--- config.mk ---
export PLATFORM = sky130hd
export DESIGN_NAME = arf_top
export DESIGN_NICKNAME = d
export VERILOG_FILES = /design/src/rtl/arf_pkg.sv /design/src/rtl/arf_sel_if.sv /design/src/rtl/arf_chan_decode.sv /design/src/rtl/arf_sar_core.sv /design/src/rtl/arf_top.sv
export SDC_FILE = /design/constraint.sdc
export NUM_CORES = 1
export LEC_CHECK = 0
export BUFFER_PORTS_ARGS = -buffer_cell sky130_fd_sc_hd__buf_4
export CORE_MARGIN = 10
export CORE_UTILIZATION = 45
export DETAILED_ROUTE_END_ITERATION = 8
export HOLD_SLACK_MARGIN = 0.12
export PLACE_DENSITY_LB_ADDON = 0.3
export SETUP_SLACK_MARGIN = 0.4
export SLEW_MARGIN = 5
export SYNTH_ARGS = -nofsm -noshare
export SYNTH_HDL_FRONTEND = slang
export SYNTH_SLANG_ARGS = --single-unit
--- constraint.sdc ---
create_clock -name sys_clk -period 7.6 [get_ports sys_clk]
set_input_delay 2.28 -clock sys_clk [delete_from_list [all_inputs] [get_ports sys_clk]]
set_output_delay 2.28 -clock sys_clk [all_outputs]
set_load 0.01 [all_outputs]
--- src/rtl/arf_pkg.sv ---
// Shared constants, register map and types of the converter result formatter.
package arf_pkg;
  localparam int LVL_W     = 12;
  localparam int CH_NUM    = 9;
  localparam int TEMP_CH   = 8;
  localparam int CODE_W    = 10;
  localparam int QUOT_W    = 11;
  localparam int NUM_W     = 28;
  localparam int PROD_W    = 23;
  localparam int MAG_W     = 17;
  localparam int ADDR_W    = 4;
  localparam int DATA_W    = 8;
  localparam int SEL_W     = 6;
  localparam int REF_W     = 2;
  localparam int EV_N      = 2;
  localparam int SHIFT_UNI = 10;
  localparam int SHIFT_BIP = 9;

  localparam logic [MAG_W-1:0]  GAIN_HI       = 17'h00014;
  localparam logic [LVL_W-1:0]  REF_INT_LEVEL = 12'h44c;
  localparam logic [LVL_W-1:0]  LVL_ZERO      = 12'h000;

  localparam logic [SEL_W-1:0]  SEL_AGND = 6'h20;
  localparam logic [SEL_W-1:0]  SEL_IREF = 6'h21;
  localparam logic [SEL_W-1:0]  SEL_TEMP = 6'h22;
  localparam logic [2:0]        GRP_SINGLE = 3'h0;
  localparam logic [2:0]        GRP_SPECIAL = 3'h4;

  localparam logic [REF_W-1:0]  REF_VCC = 2'h0;
  localparam logic [REF_W-1:0]  REF_EXT = 2'h1;

  localparam logic [ADDR_W-1:0] ADDR_CHSEL    = 4'h0;
  localparam logic [ADDR_W-1:0] ADDR_CSA      = 4'h1;
  localparam logic [ADDR_W-1:0] ADDR_CSB      = 4'h2;
  localparam logic [ADDR_W-1:0] ADDR_RESL     = 4'h3;
  localparam logic [ADDR_W-1:0] ADDR_RESH     = 4'h4;
  localparam logic [ADDR_W-1:0] ADDR_IRQ_STAT = 4'h5;
  localparam logic [ADDR_W-1:0] ADDR_IRQ_CLR  = 4'h6;
  localparam logic [ADDR_W-1:0] ADDR_IRQ_EN   = 4'h7;

  localparam int CSA_EN_BIT    = 7;
  localparam int CSA_START_BIT = 6;
  localparam int CSA_FREE_BIT  = 5;
  localparam int CSB_BIP_BIT   = 7;
  localparam int EV_DONE_BIT   = 0;
  localparam int EV_CLAMP_BIT  = 1;
  localparam int CHSEL_REF_LSB = 6;

  localparam logic [DATA_W-1:0] REG_RST   = 8'h00;
  localparam logic [EV_N-1:0]   EV_RST    = 2'h0;
  localparam logic [CODE_W-1:0] UNI_MAX     = 10'h3ff;
  localparam logic [CODE_W-1:0] BIP_POS_MAX = 10'h1ff;
  localparam logic [CODE_W-1:0] BIP_NEG_MIN = 10'h200;
  localparam logic [QUOT_W-1:0] Q_UNI_MAX   = 11'h3ff;
  localparam logic [QUOT_W-1:0] Q_BIP_POS   = 11'h1ff;
  localparam logic [QUOT_W-1:0] Q_BIP_NEG   = 11'h200;
  localparam logic [QUOT_W-1:0] Q_ZERO      = 11'h000;

  typedef enum logic [1:0] {SAR_IDLE, SAR_LOAD, SAR_STEP} arf_sar_state_t;

  typedef struct packed {
    logic [3:0] pos;
    logic [3:0] neg;
  } arf_pair_t;
endpackage

--- src/rtl/arf_sel_if.sv ---
// Locked input selection passed from the channel decoder to the approximation core.
`timescale 1ns/10ps
interface arf_sel_if;
  logic [arf_pkg::LVL_W-1:0] pos_level;
  logic [arf_pkg::LVL_W-1:0] neg_level;
  logic [arf_pkg::LVL_W-1:0] ref_level;
  logic                      gain20;
  logic                      diff_mode;
  logic                      bipolar;
  modport src (output pos_level, neg_level, ref_level, gain20, diff_mode, bipolar);
  modport dst (input  pos_level, neg_level, ref_level, gain20, diff_mode, bipolar);
endinterface

--- src/rtl/arf_chan_decode.sv ---
// Channel, gain, polarity and reference decoder, locked at conversion start.
`timescale 1ns/10ps
module arf_chan_decode
  import arf_pkg::*;
(
  input  wire logic                                          clk,          // Clock.
  input  wire logic                                          rst_n,        // Async reset.
  input  wire logic                                          capture,      // Lock selection.
  input  wire logic [arf_pkg::SEL_W-1:0]                     input_select, // Channel code.
  input  wire logic [arf_pkg::REF_W-1:0]                     ref_sel,      // Reference code.
  input  wire logic                                          bipolar_in,   // Bipolar mode.
  input  wire logic [arf_pkg::CH_NUM-1:0][arf_pkg::LVL_W-1:0] analog_level, // Input levels.
  input  wire logic [arf_pkg::LVL_W-1:0]                     ref_vcc_level, // Supply ref.
  input  wire logic [arf_pkg::LVL_W-1:0]                     ref_ext_level, // External ref.
  arf_sel_if.src                                             sel           // Locked selection.
);
  import arf_pkg::*;

  function automatic arf_pair_t pair_of(input logic [3:0] idx);
    arf_pair_t p;
    p = '{pos: 4'h0, neg: 4'h0};
    case (idx)
      4'h4: p = '{pos: 4'h0, neg: 4'h1};
      4'h5: p = '{pos: 4'h0, neg: 4'h3};
      4'h6: p = '{pos: 4'h1, neg: 4'h2};
      4'h7: p = '{pos: 4'h1, neg: 4'h3};
      4'h8: p = '{pos: 4'h2, neg: 4'h3};
      4'h9: p = '{pos: 4'h3, neg: 4'h4};
      4'ha: p = '{pos: 4'h3, neg: 4'h5};
      4'hb: p = '{pos: 4'h3, neg: 4'h6};
      4'hc: p = '{pos: 4'h3, neg: 4'h7};
      4'hd: p = '{pos: 4'h4, neg: 4'h5};
      4'he: p = '{pos: 4'h5, neg: 4'h6};
      4'hf: p = '{pos: 4'h6, neg: 4'h7};
      default: p = '{pos: 4'h0, neg: 4'h0};
    endcase
    return p;
  endfunction

  function automatic logic [3:0] cal_ch(input logic [1:0] idx);
    case (idx)
      2'h2:    return 4'h3;
      2'h3:    return 4'h7;
      default: return 4'h0;
    endcase
  endfunction

  logic [LVL_W-1:0] pos_r, pos_nxt, neg_r, neg_nxt, ref_r, ref_nxt;
  logic             gain_r, gain_nxt, diff_r, diff_nxt, bip_r, bip_nxt;
  arf_pair_t        pr;
  logic [3:0]       cc;

  always_comb begin
    pr       = pair_of(input_select[4:1]);
    cc       = cal_ch(input_select[2:1]);
    pos_nxt  = pos_r;
    neg_nxt  = neg_r;
    ref_nxt  = ref_r;
    gain_nxt = gain_r;
    diff_nxt = diff_r;
    bip_nxt  = bip_r;
    if (capture) begin
      bip_nxt  = bipolar_in;
      gain_nxt = 1'b0;
      diff_nxt = 1'b0;
      neg_nxt  = LVL_ZERO;
      case (ref_sel)
        REF_VCC: ref_nxt = ref_vcc_level;
        REF_EXT: ref_nxt = ref_ext_level;
        default: ref_nxt = REF_INT_LEVEL;
      endcase
      if (input_select[5:3] == GRP_SINGLE) begin
        pos_nxt = analog_level[input_select[2:0]];
      end else if (input_select == SEL_AGND) begin
        pos_nxt = LVL_ZERO;
      end else if (input_select == SEL_IREF) begin
        pos_nxt = REF_INT_LEVEL;
      end else if (input_select == SEL_TEMP) begin
        pos_nxt = analog_level[TEMP_CH];
      end else if (input_select[5:3] == GRP_SPECIAL) begin
        pos_nxt  = analog_level[cc];
        neg_nxt  = analog_level[cc];
        diff_nxt = 1'b1;
        gain_nxt = input_select[0];
      end else begin
        diff_nxt = 1'b1;
        gain_nxt = input_select[0];
        if (input_select[5]) begin
          pos_nxt = analog_level[pr.neg];
          neg_nxt = analog_level[pr.pos];
        end else begin
          pos_nxt = analog_level[pr.pos];
          neg_nxt = analog_level[pr.neg];
        end
      end
    end
  end

  always_ff @(posedge clk or negedge rst_n) begin
    if (!rst_n) begin
      pos_r  <= LVL_ZERO;
      neg_r  <= LVL_ZERO;
      ref_r  <= LVL_ZERO;
      gain_r <= 1'b0;
      diff_r <= 1'b0;
      bip_r  <= 1'b0;
    end else begin
      pos_r  <= pos_nxt;
      neg_r  <= neg_nxt;
      ref_r  <= ref_nxt;
      gain_r <= gain_nxt;
      diff_r <= diff_nxt;
      bip_r  <= bip_nxt;
    end
  end

  assign sel.pos_level = pos_r;
  assign sel.neg_level = neg_r;
  assign sel.ref_level = ref_r;
  assign sel.gain20    = gain_r;
  assign sel.diff_mode = diff_r;
  assign sel.bipolar   = bip_r;
endmodule

--- src/rtl/arf_sar_core.sv ---
// Successive approximation of scaled input magnitude against the reference.
`timescale 1ns/10ps
module arf_sar_core
  import arf_pkg::*;
(
  input  wire logic                        clk,      // Clock.
  input  wire logic                        rst_n,    // Async reset.
  input  wire logic                        start,    // Begin conversion.
  arf_sel_if.dst                           sel,      // Locked selection.
  output logic                             done,     // One-cycle completion.
  output logic [arf_pkg::QUOT_W-1:0]       quot,     // Magnitude quotient.
  output logic                             negative, // Bipolar result below zero.
  output logic                             clamped,  // Unipolar difference clamped.
  output logic                             bip_mode  // Result is two's complement.
);
  import arf_pkg::*;

  arf_sar_state_t        state_r, state_nxt;
  logic [NUM_W-1:0]      num_r, num_nxt;
  logic [LVL_W-1:0]      vref_r, vref_nxt;
  logic [QUOT_W-1:0]     quot_r, quot_nxt, trial;
  logic [3:0]            idx_r, idx_nxt;
  logic                  neg_r, neg_nxt, clamp_r, clamp_nxt, bip_r, bip_nxt, done_r, done_nxt;
  logic signed [LVL_W:0] d;
  logic [LVL_W-1:0]      mag;
  logic [MAG_W-1:0]      magg;
  logic [PROD_W-1:0]     prod;

  always_comb begin
    state_nxt = state_r;
    num_nxt   = num_r;
    vref_nxt  = vref_r;
    quot_nxt  = quot_r;
    idx_nxt   = idx_r;
    neg_nxt   = neg_r;
    clamp_nxt = clamp_r;
    bip_nxt   = bip_r;
    done_nxt  = 1'b0;
    d     = $signed({1'b0, sel.pos_level}) - $signed({1'b0, sel.neg_level});
    mag   = sel.pos_level;
    trial = quot_r | (QUOT_W'(1) << idx_r);
    prod  = PROD_W'(trial) * PROD_W'(vref_r);
    magg  = MAG_W'(0);
    case (state_r)
      SAR_IDLE: begin
        if (start) begin
          state_nxt = SAR_LOAD;
        end
      end
      SAR_LOAD: begin
        neg_nxt   = 1'b0;
        clamp_nxt = 1'b0;
        bip_nxt   = sel.bipolar & sel.diff_mode;
        if (sel.diff_mode) begin
          if (d < 0) begin
            if (sel.bipolar) begin
              mag     = LVL_W'(-d);
              neg_nxt = 1'b1;
            end else begin
              mag       = LVL_ZERO;
              clamp_nxt = 1'b1;
            end
          end else begin
            mag = LVL_W'(d);
          end
        end
        magg = sel.gain20 ? MAG_W'(mag) * GAIN_HI : MAG_W'(mag);
        if (bip_nxt) begin
          num_nxt = NUM_W'(magg) << SHIFT_BIP;
        end else begin
          num_nxt = NUM_W'(magg) << SHIFT_UNI;
        end
        vref_nxt  = sel.ref_level;
        quot_nxt  = Q_ZERO;
        idx_nxt   = 4'(QUOT_W - 1);
        state_nxt = SAR_STEP;
      end
      SAR_STEP: begin
        if (NUM_W'(prod) <= num_r) begin
          quot_nxt = trial;
        end
        if (idx_r == 4'h0) begin
          done_nxt  = 1'b1;
          state_nxt = SAR_IDLE;
        end else begin
          idx_nxt = idx_r - 4'h1;
        end
      end
      default: state_nxt = SAR_IDLE;
    endcase
  end

  always_ff @(posedge clk or negedge rst_n) begin
    if (!rst_n) begin
      state_r <= SAR_IDLE;
      num_r   <= '0;
      vref_r  <= LVL_ZERO;
      quot_r  <= Q_ZERO;
      idx_r   <= 4'h0;
      neg_r   <= 1'b0;
      clamp_r <= 1'b0;
      bip_r   <= 1'b0;
      done_r  <= 1'b0;
    end else begin
      state_r <= state_nxt;
      num_r   <= num_nxt;
      vref_r  <= vref_nxt;
      quot_r  <= quot_nxt;
      idx_r   <= idx_nxt;
      neg_r   <= neg_nxt;
      clamp_r <= clamp_nxt;
      bip_r   <= bip_nxt;
      done_r  <= done_nxt;
    end
  end

  assign done     = done_r;
  assign quot     = quot_r;
  assign negative = neg_r;
  assign clamped  = clamp_r;
  assign bip_mode = bip_r;
endmodule

--- src/rtl/arf_top.sv ---
// Converter result formatter: registers, conversion control, formatting and interrupt.
// Function
// - Single-ended gives unsigned code, ground zero.
// - Single-ended code is input*1024/reference, truncated.
// - Unipolar differential saturates to zero when negative.
// - Differential gain is one or twenty.
// - Bipolar gives two's complement, difference*512*gain/reference.
// - Result sign bit in result_high marks negative.
// - Unipolar after reset; bipolar_select enables bipolar.
// - Result valid once conversion_complete_flag is high.
// - Code 100010 selects temperature channel, enables sensor.
// - gain_select_bit zero unity, one twentyfold.
// - polarity_swap_bit exchanges differential inputs.
// - Results and flag written in same cycle.
//
// The placing of the registers and strobed register access are this design's own decisions.
`timescale 1ns/10ps
module arf_top
  import arf_pkg::*;
(
  input  wire logic                                          sys_clk,        // 200 MHz clock.
  input  wire logic                                          rst_n,          // Async reset.
  input  wire logic [arf_pkg::ADDR_W-1:0]                    reg_addr,       // Register index.
  input  wire logic [arf_pkg::DATA_W-1:0]                    reg_wdata,      // Write data.
  input  wire logic                                          reg_wr,         // Write strobe.
  input  wire logic                                          reg_rd,         // Read strobe.
  output logic      [arf_pkg::DATA_W-1:0]                    reg_rdata,      // Read data.
  input  wire logic [arf_pkg::CH_NUM-1:0][arf_pkg::LVL_W-1:0] analog_level,  // Input levels.
  input  wire logic [arf_pkg::LVL_W-1:0]                     ref_vcc_level,  // Supply ref.
  input  wire logic [arf_pkg::LVL_W-1:0]                     ref_ext_level,  // External ref.
  output logic                                               temp_sensor_en, // Sensor on.
  output logic                                               busy,           // Converting.
  output logic                                               irq             // Interrupt.
);
  import arf_pkg::*;

  logic [DATA_W-1:0] chsel_r, chsel_nxt;
  logic              en_r, en_nxt, free_r, free_nxt, busy_r, busy_nxt;
  logic              bip_sel_r, bip_sel_nxt, go_r, go_nxt;
  logic [DATA_W-1:0] resl_r, resl_nxt, resh_r, resh_nxt;
  logic [EV_N-1:0]   stat_r, stat_nxt, ien_r, ien_nxt, ev, clr;
  logic [DATA_W-1:0] rdata_r, rdata_nxt;
  logic              irq_r, irq_nxt, temp_r, temp_nxt;
  logic              wr_chsel, wr_csa, wr_csb, wr_clr, wr_ien;
  logic [CODE_W-1:0] code;
  logic              core_done, core_neg, core_clamp, core_bip, ovr;
  logic [QUOT_W-1:0] core_quot;

  arf_sel_if sel_bus ();

  arf_chan_decode u_decode (
    .clk           (sys_clk),
    .rst_n         (rst_n),
    .capture       (go_r),
    .input_select  (chsel_r[SEL_W-1:0]),
    .ref_sel       (chsel_r[CHSEL_REF_LSB +: REF_W]),
    .bipolar_in    (bip_sel_r),
    .analog_level  (analog_level),
    .ref_vcc_level (ref_vcc_level),
    .ref_ext_level (ref_ext_level),
    .sel           (sel_bus.src)
  );

  arf_sar_core u_core (
    .clk      (sys_clk),
    .rst_n    (rst_n),
    .start    (go_r),
    .sel      (sel_bus.dst),
    .done     (core_done),
    .quot     (core_quot),
    .negative (core_neg),
    .clamped  (core_clamp),
    .bip_mode (core_bip)
  );

  // Output code formatting with range saturation.
  always_comb begin
    ovr  = 1'b0;
    code = UNI_MAX;
    if (core_bip) begin
      if (core_neg) begin
        if (core_quot > Q_BIP_NEG) begin
          code = BIP_NEG_MIN;
          ovr  = 1'b1;
        end else begin
          code = CODE_W'(Q_ZERO - core_quot);
        end
      end else if (core_quot > Q_BIP_POS) begin
        code = BIP_POS_MAX;
        ovr  = 1'b1;
      end else begin
        code = CODE_W'(core_quot);
      end
    end else if (core_quot > Q_UNI_MAX) begin
      code = UNI_MAX;
      ovr  = 1'b1;
    end else begin
      code = CODE_W'(core_quot);
    end
  end

  always_comb begin
    wr_chsel = reg_wr && (reg_addr == ADDR_CHSEL);
    wr_csa   = reg_wr && (reg_addr == ADDR_CSA);
    wr_csb   = reg_wr && (reg_addr == ADDR_CSB);
    wr_clr   = reg_wr && (reg_addr == ADDR_IRQ_CLR);
    wr_ien   = reg_wr && (reg_addr == ADDR_IRQ_EN);
  end

  // Control and conversion sequencing.
  always_comb begin
    chsel_nxt   = wr_chsel ? reg_wdata : chsel_r;
    en_nxt      = wr_csa ? reg_wdata[CSA_EN_BIT] : en_r;
    free_nxt    = wr_csa ? reg_wdata[CSA_FREE_BIT] : free_r;
    bip_sel_nxt = wr_csb ? reg_wdata[CSB_BIP_BIT] : bip_sel_r;
    temp_nxt    = (chsel_nxt[SEL_W-1:0] == SEL_TEMP);
    go_nxt      = 1'b0;
    busy_nxt    = busy_r;
    if (core_done) begin
      busy_nxt = 1'b0;
      if (free_r && en_r) begin
        go_nxt   = 1'b1;
        busy_nxt = 1'b1;
      end
    end else if (!busy_r && wr_csa && reg_wdata[CSA_EN_BIT] && reg_wdata[CSA_START_BIT]) begin
      go_nxt   = 1'b1;
      busy_nxt = 1'b1;
    end
  end

  // Result registers change only on completion, together with the flag.
  always_comb begin
    resl_nxt = resl_r;
    resh_nxt = resh_r;
    ev       = EV_RST;
    if (core_done) begin
      resl_nxt = code[DATA_W-1:0];
      resh_nxt = {{(2 * DATA_W - CODE_W){1'b0}}, code[CODE_W-1:DATA_W]};
      ev[EV_DONE_BIT]  = 1'b1;
      ev[EV_CLAMP_BIT] = core_clamp | ovr;
    end
  end

  // Sticky events: a set in the same cycle as its clear wins.
  always_comb begin
    clr      = wr_clr ? reg_wdata[EV_N-1:0] : EV_RST;
    stat_nxt = (stat_r & ~clr) | ev;
    ien_nxt  = wr_ien ? reg_wdata[EV_N-1:0] : ien_r;
    irq_nxt  = |(stat_nxt & ien_nxt);
  end

  always_comb begin
    rdata_nxt = REG_RST;
    if (reg_rd) begin
      case (reg_addr)
        ADDR_CHSEL:    rdata_nxt = chsel_r;
        ADDR_CSA:      rdata_nxt = DATA_W'({en_r, busy_r, free_r}) << CSA_FREE_BIT;
        ADDR_CSB:      rdata_nxt = DATA_W'(bip_sel_r) << CSB_BIP_BIT;
        ADDR_RESL:     rdata_nxt = resl_r;
        ADDR_RESH:     rdata_nxt = resh_r;
        ADDR_IRQ_STAT: rdata_nxt = DATA_W'(stat_r);
        ADDR_IRQ_EN:   rdata_nxt = DATA_W'(ien_r);
        default:       rdata_nxt = REG_RST;
      endcase
    end
  end

  always_ff @(posedge sys_clk or negedge rst_n) begin
    if (!rst_n) begin
      chsel_r   <= REG_RST;
      en_r      <= 1'b0;
      free_r    <= 1'b0;
      busy_r    <= 1'b0;
      bip_sel_r <= 1'b0;
      go_r      <= 1'b0;
      resl_r    <= REG_RST;
      resh_r    <= REG_RST;
      stat_r    <= EV_RST;
      ien_r     <= EV_RST;
      rdata_r   <= REG_RST;
      irq_r     <= 1'b0;
      temp_r    <= 1'b0;
    end else begin
      chsel_r   <= chsel_nxt;
      en_r      <= en_nxt;
      free_r    <= free_nxt;
      busy_r    <= busy_nxt;
      bip_sel_r <= bip_sel_nxt;
      go_r      <= go_nxt;
      resl_r    <= resl_nxt;
      resh_r    <= resh_nxt;
      stat_r    <= stat_nxt;
      ien_r     <= ien_nxt;
      rdata_r   <= rdata_nxt;
      irq_r     <= irq_nxt;
      temp_r    <= temp_nxt;
    end
  end

  assign reg_rdata      = rdata_r;
  assign irq            = irq_r;
  assign busy           = busy_r;
  assign temp_sensor_en = temp_r;
endmodule
==> results.py <==
metrics = {
    "outcome": {
        "status": "finished clean",
    },
    "critical_path": {
        "slowest_stage": "fa_1",
        "end_kind": "flop",
        "path_max_fanout": 9,
        "cpPeakStageDelay_ns": 0.58,
        "r2r-end": "u_core.quot[7]",
        "crit_end": "u_core.quot[7]",
        "path_common_cell": "fa_1",
        "cp.arrival_ns": 7.49,
        "worst-path-stages": 29,
        "timing_worst_setup_path_type": "flop to flop",
        "crit-reg2reg-launch": "u_core.idx_r[1]",
        "reg2regPathDepth": 29,
        "reg2reg_slack_ns": 0.47,
        "critPathTopFamily": "adder cells",
        "cp_num_buf_inv": 5,
        "critPathRequiredTime_ns": 7.96,
        "cp-startpoint": "u_core.idx_r[1]",
        "start_kind": "flop",
    },
    "timing": {
        "worst_slew_pin_slew_ns": 1.084,
        "final-setup-viol-count": 0,
        "fin_tns_setup_ns": 0,
        "rsz0062_at_grt": "yes",
        "final-hold-violation-count": 0,
        "timing.fmax_mhz": 140.2,
        "relSlewSlack": 0.2776,
        "period_needed_ns": 7.135,
        "finalCritPeriodShare": 0.9388,
        "slew_violations": 0,
        "skew_ns": 0.01312,
    },
    "synth": {
        "ys_seq_area_frac": 0.2014,
        "yosys.area.top_type_share": 0.2014,
        "synth_top_cell_by_area": "dfrtp_1",
        "yosys_warnings": 0,
        "syn_inst": 1736,
        "synth_cell_types": 97,
        "async_flop_share": 1.000,
        "synthTopCellsByArea": "dfrtp_1, fa_1, ha_1",
        "synth_seq_cells": 127,
        "synth_fp_nets": 2096,
        "ys.flop_type": "dfrtp_1",
        "synthesis.area_per_instance_um2": 9.089,
        "synth_edf_count": 0,
        "syn_area_um2": 15780,
    },
    "route": {
        "drcViolationCount": 0,
        "drtIter0Drc": 1189,
        "vias": 14070,
        "wl_um": 47290,
        "drtAntennaViolNets": 0,
        "routedWlPerCell_um": 20.12,
        "vias_per_cell": 5.986,
        "dr.pass1.iters": 5,
    },
    "clock_network": {
        "cts_tree": "yes",
        "cts_buffer_depth": 2,
        "htree_levels": 4,
        "cts.clk_slew.worst_paths_ns": 0.06,
        "cts_sinks": 127,
        "clock_latency_ns": 0.43,
        "tritoncts.num_buffers": 17,
        "root_buffer": "clkbuf_16",
    },
    "die": {
        "fp.dieArea_um2": 42950,
        "start_util": 0.4568,
        "die_y_um": 207.3,
        "pin_count": 159,
        "core_area_um2": 34540,
        "placementRows": 68,
        "dieWidth_um": 207.3,
    },
    "global_route": {
        "grt_pass1_wl_um": 75480,
        "overflow": 0,
        "track_usage": 0.2109,
        "antenna_found_initial": 0,
        "grt_pass1_vias": 14150,
        "grt_max_degree": 76,
    },
    "cells_and_area": {
        "n_antenna_cell": 0,
        "n_fill_cell": 3111,
        "area_growth_pct": 19.71,
        "drive_gt1_frac": 0.2580,
        "fin_nets": 2242,
        "fin_util": 0.5468,
    },
    "worst_hold_path": {
        "holdCritPathClass": "flop to flop",
    },
    "flow_run": {
        "maxCapViolCount": 0,
    },
    "placed_design": {
        "io_buffers": 158,
        "place_hpwl_um": 35770,
        "gp_congestion": 0.9083,
    },
}
-- worst min path at each step --
stage                                   start               end  slack (ns)  cells past startpoint
finish              u_decode.sel.ref_level[2]  u_core.vref_r[2]        0.47                      2
CTS                 u_decode.sel.ref_level[2]  u_core.vref_r[2]        0.47                      2
global route        u_decode.sel.ref_level[2]  u_core.vref_r[2]        0.52                      2
global placement    u_decode.sel.ref_level[2]  u_core.vref_r[2]        0.45                      2
floorplan                      u_core.clamped    u_core.clamped        0.43                      2
detailed placement  u_decode.sel.ref_level[2]  u_core.vref_r[2]        0.46                      2
-- placed cells by master, fill, tap and decap left out, types with 10 or more instances in the layout --
cell type    n
a21oi_1     66
nand3_1     29
nor2_1      88
dfrtp_1    122
o21ai_1     14
o211ai_1    12
a31oi_1     23
nand2b_1    16
nor3b_1     10
a21o_1      20
inv_1      160
fa_1        86
o22ai_1     31
o21ai_0     46
nand2_1    212
inv_2       13
ha_1       103
nand4_1     10
xnor2_1     23
nor3_1      13
buf_4      226
ha_4        15
mux4_2      61
and2_1      49
o221ai_1    16
clkbuf_16   17
mux2i_1     94
xor2_1      10
nor2b_1     21
mux2_2      30
a311oi_1    10
-- registers in the layout, indices dropped and copies added, names as in the netlist, 2 cells and up --
| signal | cells |
|---|---|
| u_core.num_r | 18 |
| u_core.vref_r | 12 |
| u_decode.sel.neg_level | 12 |
| u_decode.sel.pos_level | 12 |
| u_decode.sel.ref_level | 12 |
| u_core.quot | 11 |
| chsel_r | 8 |
| reg_rdata | 8 |
| resl_r | 8 |
| u_core.idx_r | 4 |
| ien_r | 2 |
| resh_r | 2 |
| stat_r | 2 |
| u_core.state_r | 2 |
-- repair_timing --
action,CTS,global route
endpoints found under the setup margin,11,11
hold buffers,0,0
resized for setup,74,70
buffers inserted,20,13
pin swaps,43,63
-- cell families (layout without fill, tap and decap cells) --
family / after synthesis / after routing / synth area share
compound gates: 364 / 364 / 0.1641
xor+xnor: 37 / 37 / 0.02244
fa+ha+maj: 213 / 213 / 0.2120
buf+inv: 284 / 443 / 0.06994
flops: 127 / 127 / 0.2014
mux: 186 / 186 / 0.1688
simple gates: 525 / 525 / 0.1613
-- synth_stat cells, types with 16 or more instances --
library cell    n
nand2_1       220
inv_1         175
dfrtp_1       127
ha_1          121
mux2i_1        94
fa_1           91
nor2_1         90
clkbuf_1       78
a21oi_1        71
mux4_2         61
and2_1         56
o21ai_0        56
o22ai_1        31
mux2_2         30
nand3_1        30
a21o_1         27
a31oi_1        23
nor2b_1        23
xnor2_1        23
nand2b_1       17
nor3_1         16
o221ai_1       16
-- final cells by class --
type                       count  area, µm²  share of cell area
clock buffer                  18      439.2             0.02325
clock inverter                14      155.1            0.008214
inverter                     178      673.1             0.03564
multi-input combinational   1325      12090              0.6402
sequential                   127       3184              0.1686
tap                          455      569.3             0.03014
timing repair buffer         233       1775             0.09399
-- worst reg2reg max path: cells and delay by family, from the launching register on --
| kind | cells | cell delay, ns |
|---|---|---|
| AND/OR/NAND/NOR | 7 | 1.14 |
| XOR/XNOR | 1 | 0.14 |
| AO/OA/AOI/OAI | 8 | 1.43 |
| buffers and inverters | 5 | 0.58 |
| adder cells (fa/ha/maj) | 8 | 3.30 |
| flip-flops | 1 | 0.48 |
-- per-layer routing --
metal	wire, µm	part of all wire	track usage	up-vias
met4	690	0.015	0.04541	0
met5	0	0	0	-
met2	22340	0.47	0.3456	534
met1	21240	0.45	0.2832	7012
met3	3015	0.064	0.03941	55
li1	-	-	-	6465
-- through the flow --
step	hold WS [ns]	setup WS [ns]	instances	cell area [µm²]
after floorplan	0.4329	0.5036	1736	15780
after CTS	0.4739	0.4024	2337	18520
final	0.4733	0.4655	2350	18890
after global routing	0.5164	0.1805	2350	18890
after global placement	0.4515	-0.09986	2285	17440
after detailed placement	0.4590	-0.3422	2285	17440
Power is left out: the tool's default activity adds up to more than one toggle a clock period on the data nets, which glitch-free logic cannot reach.
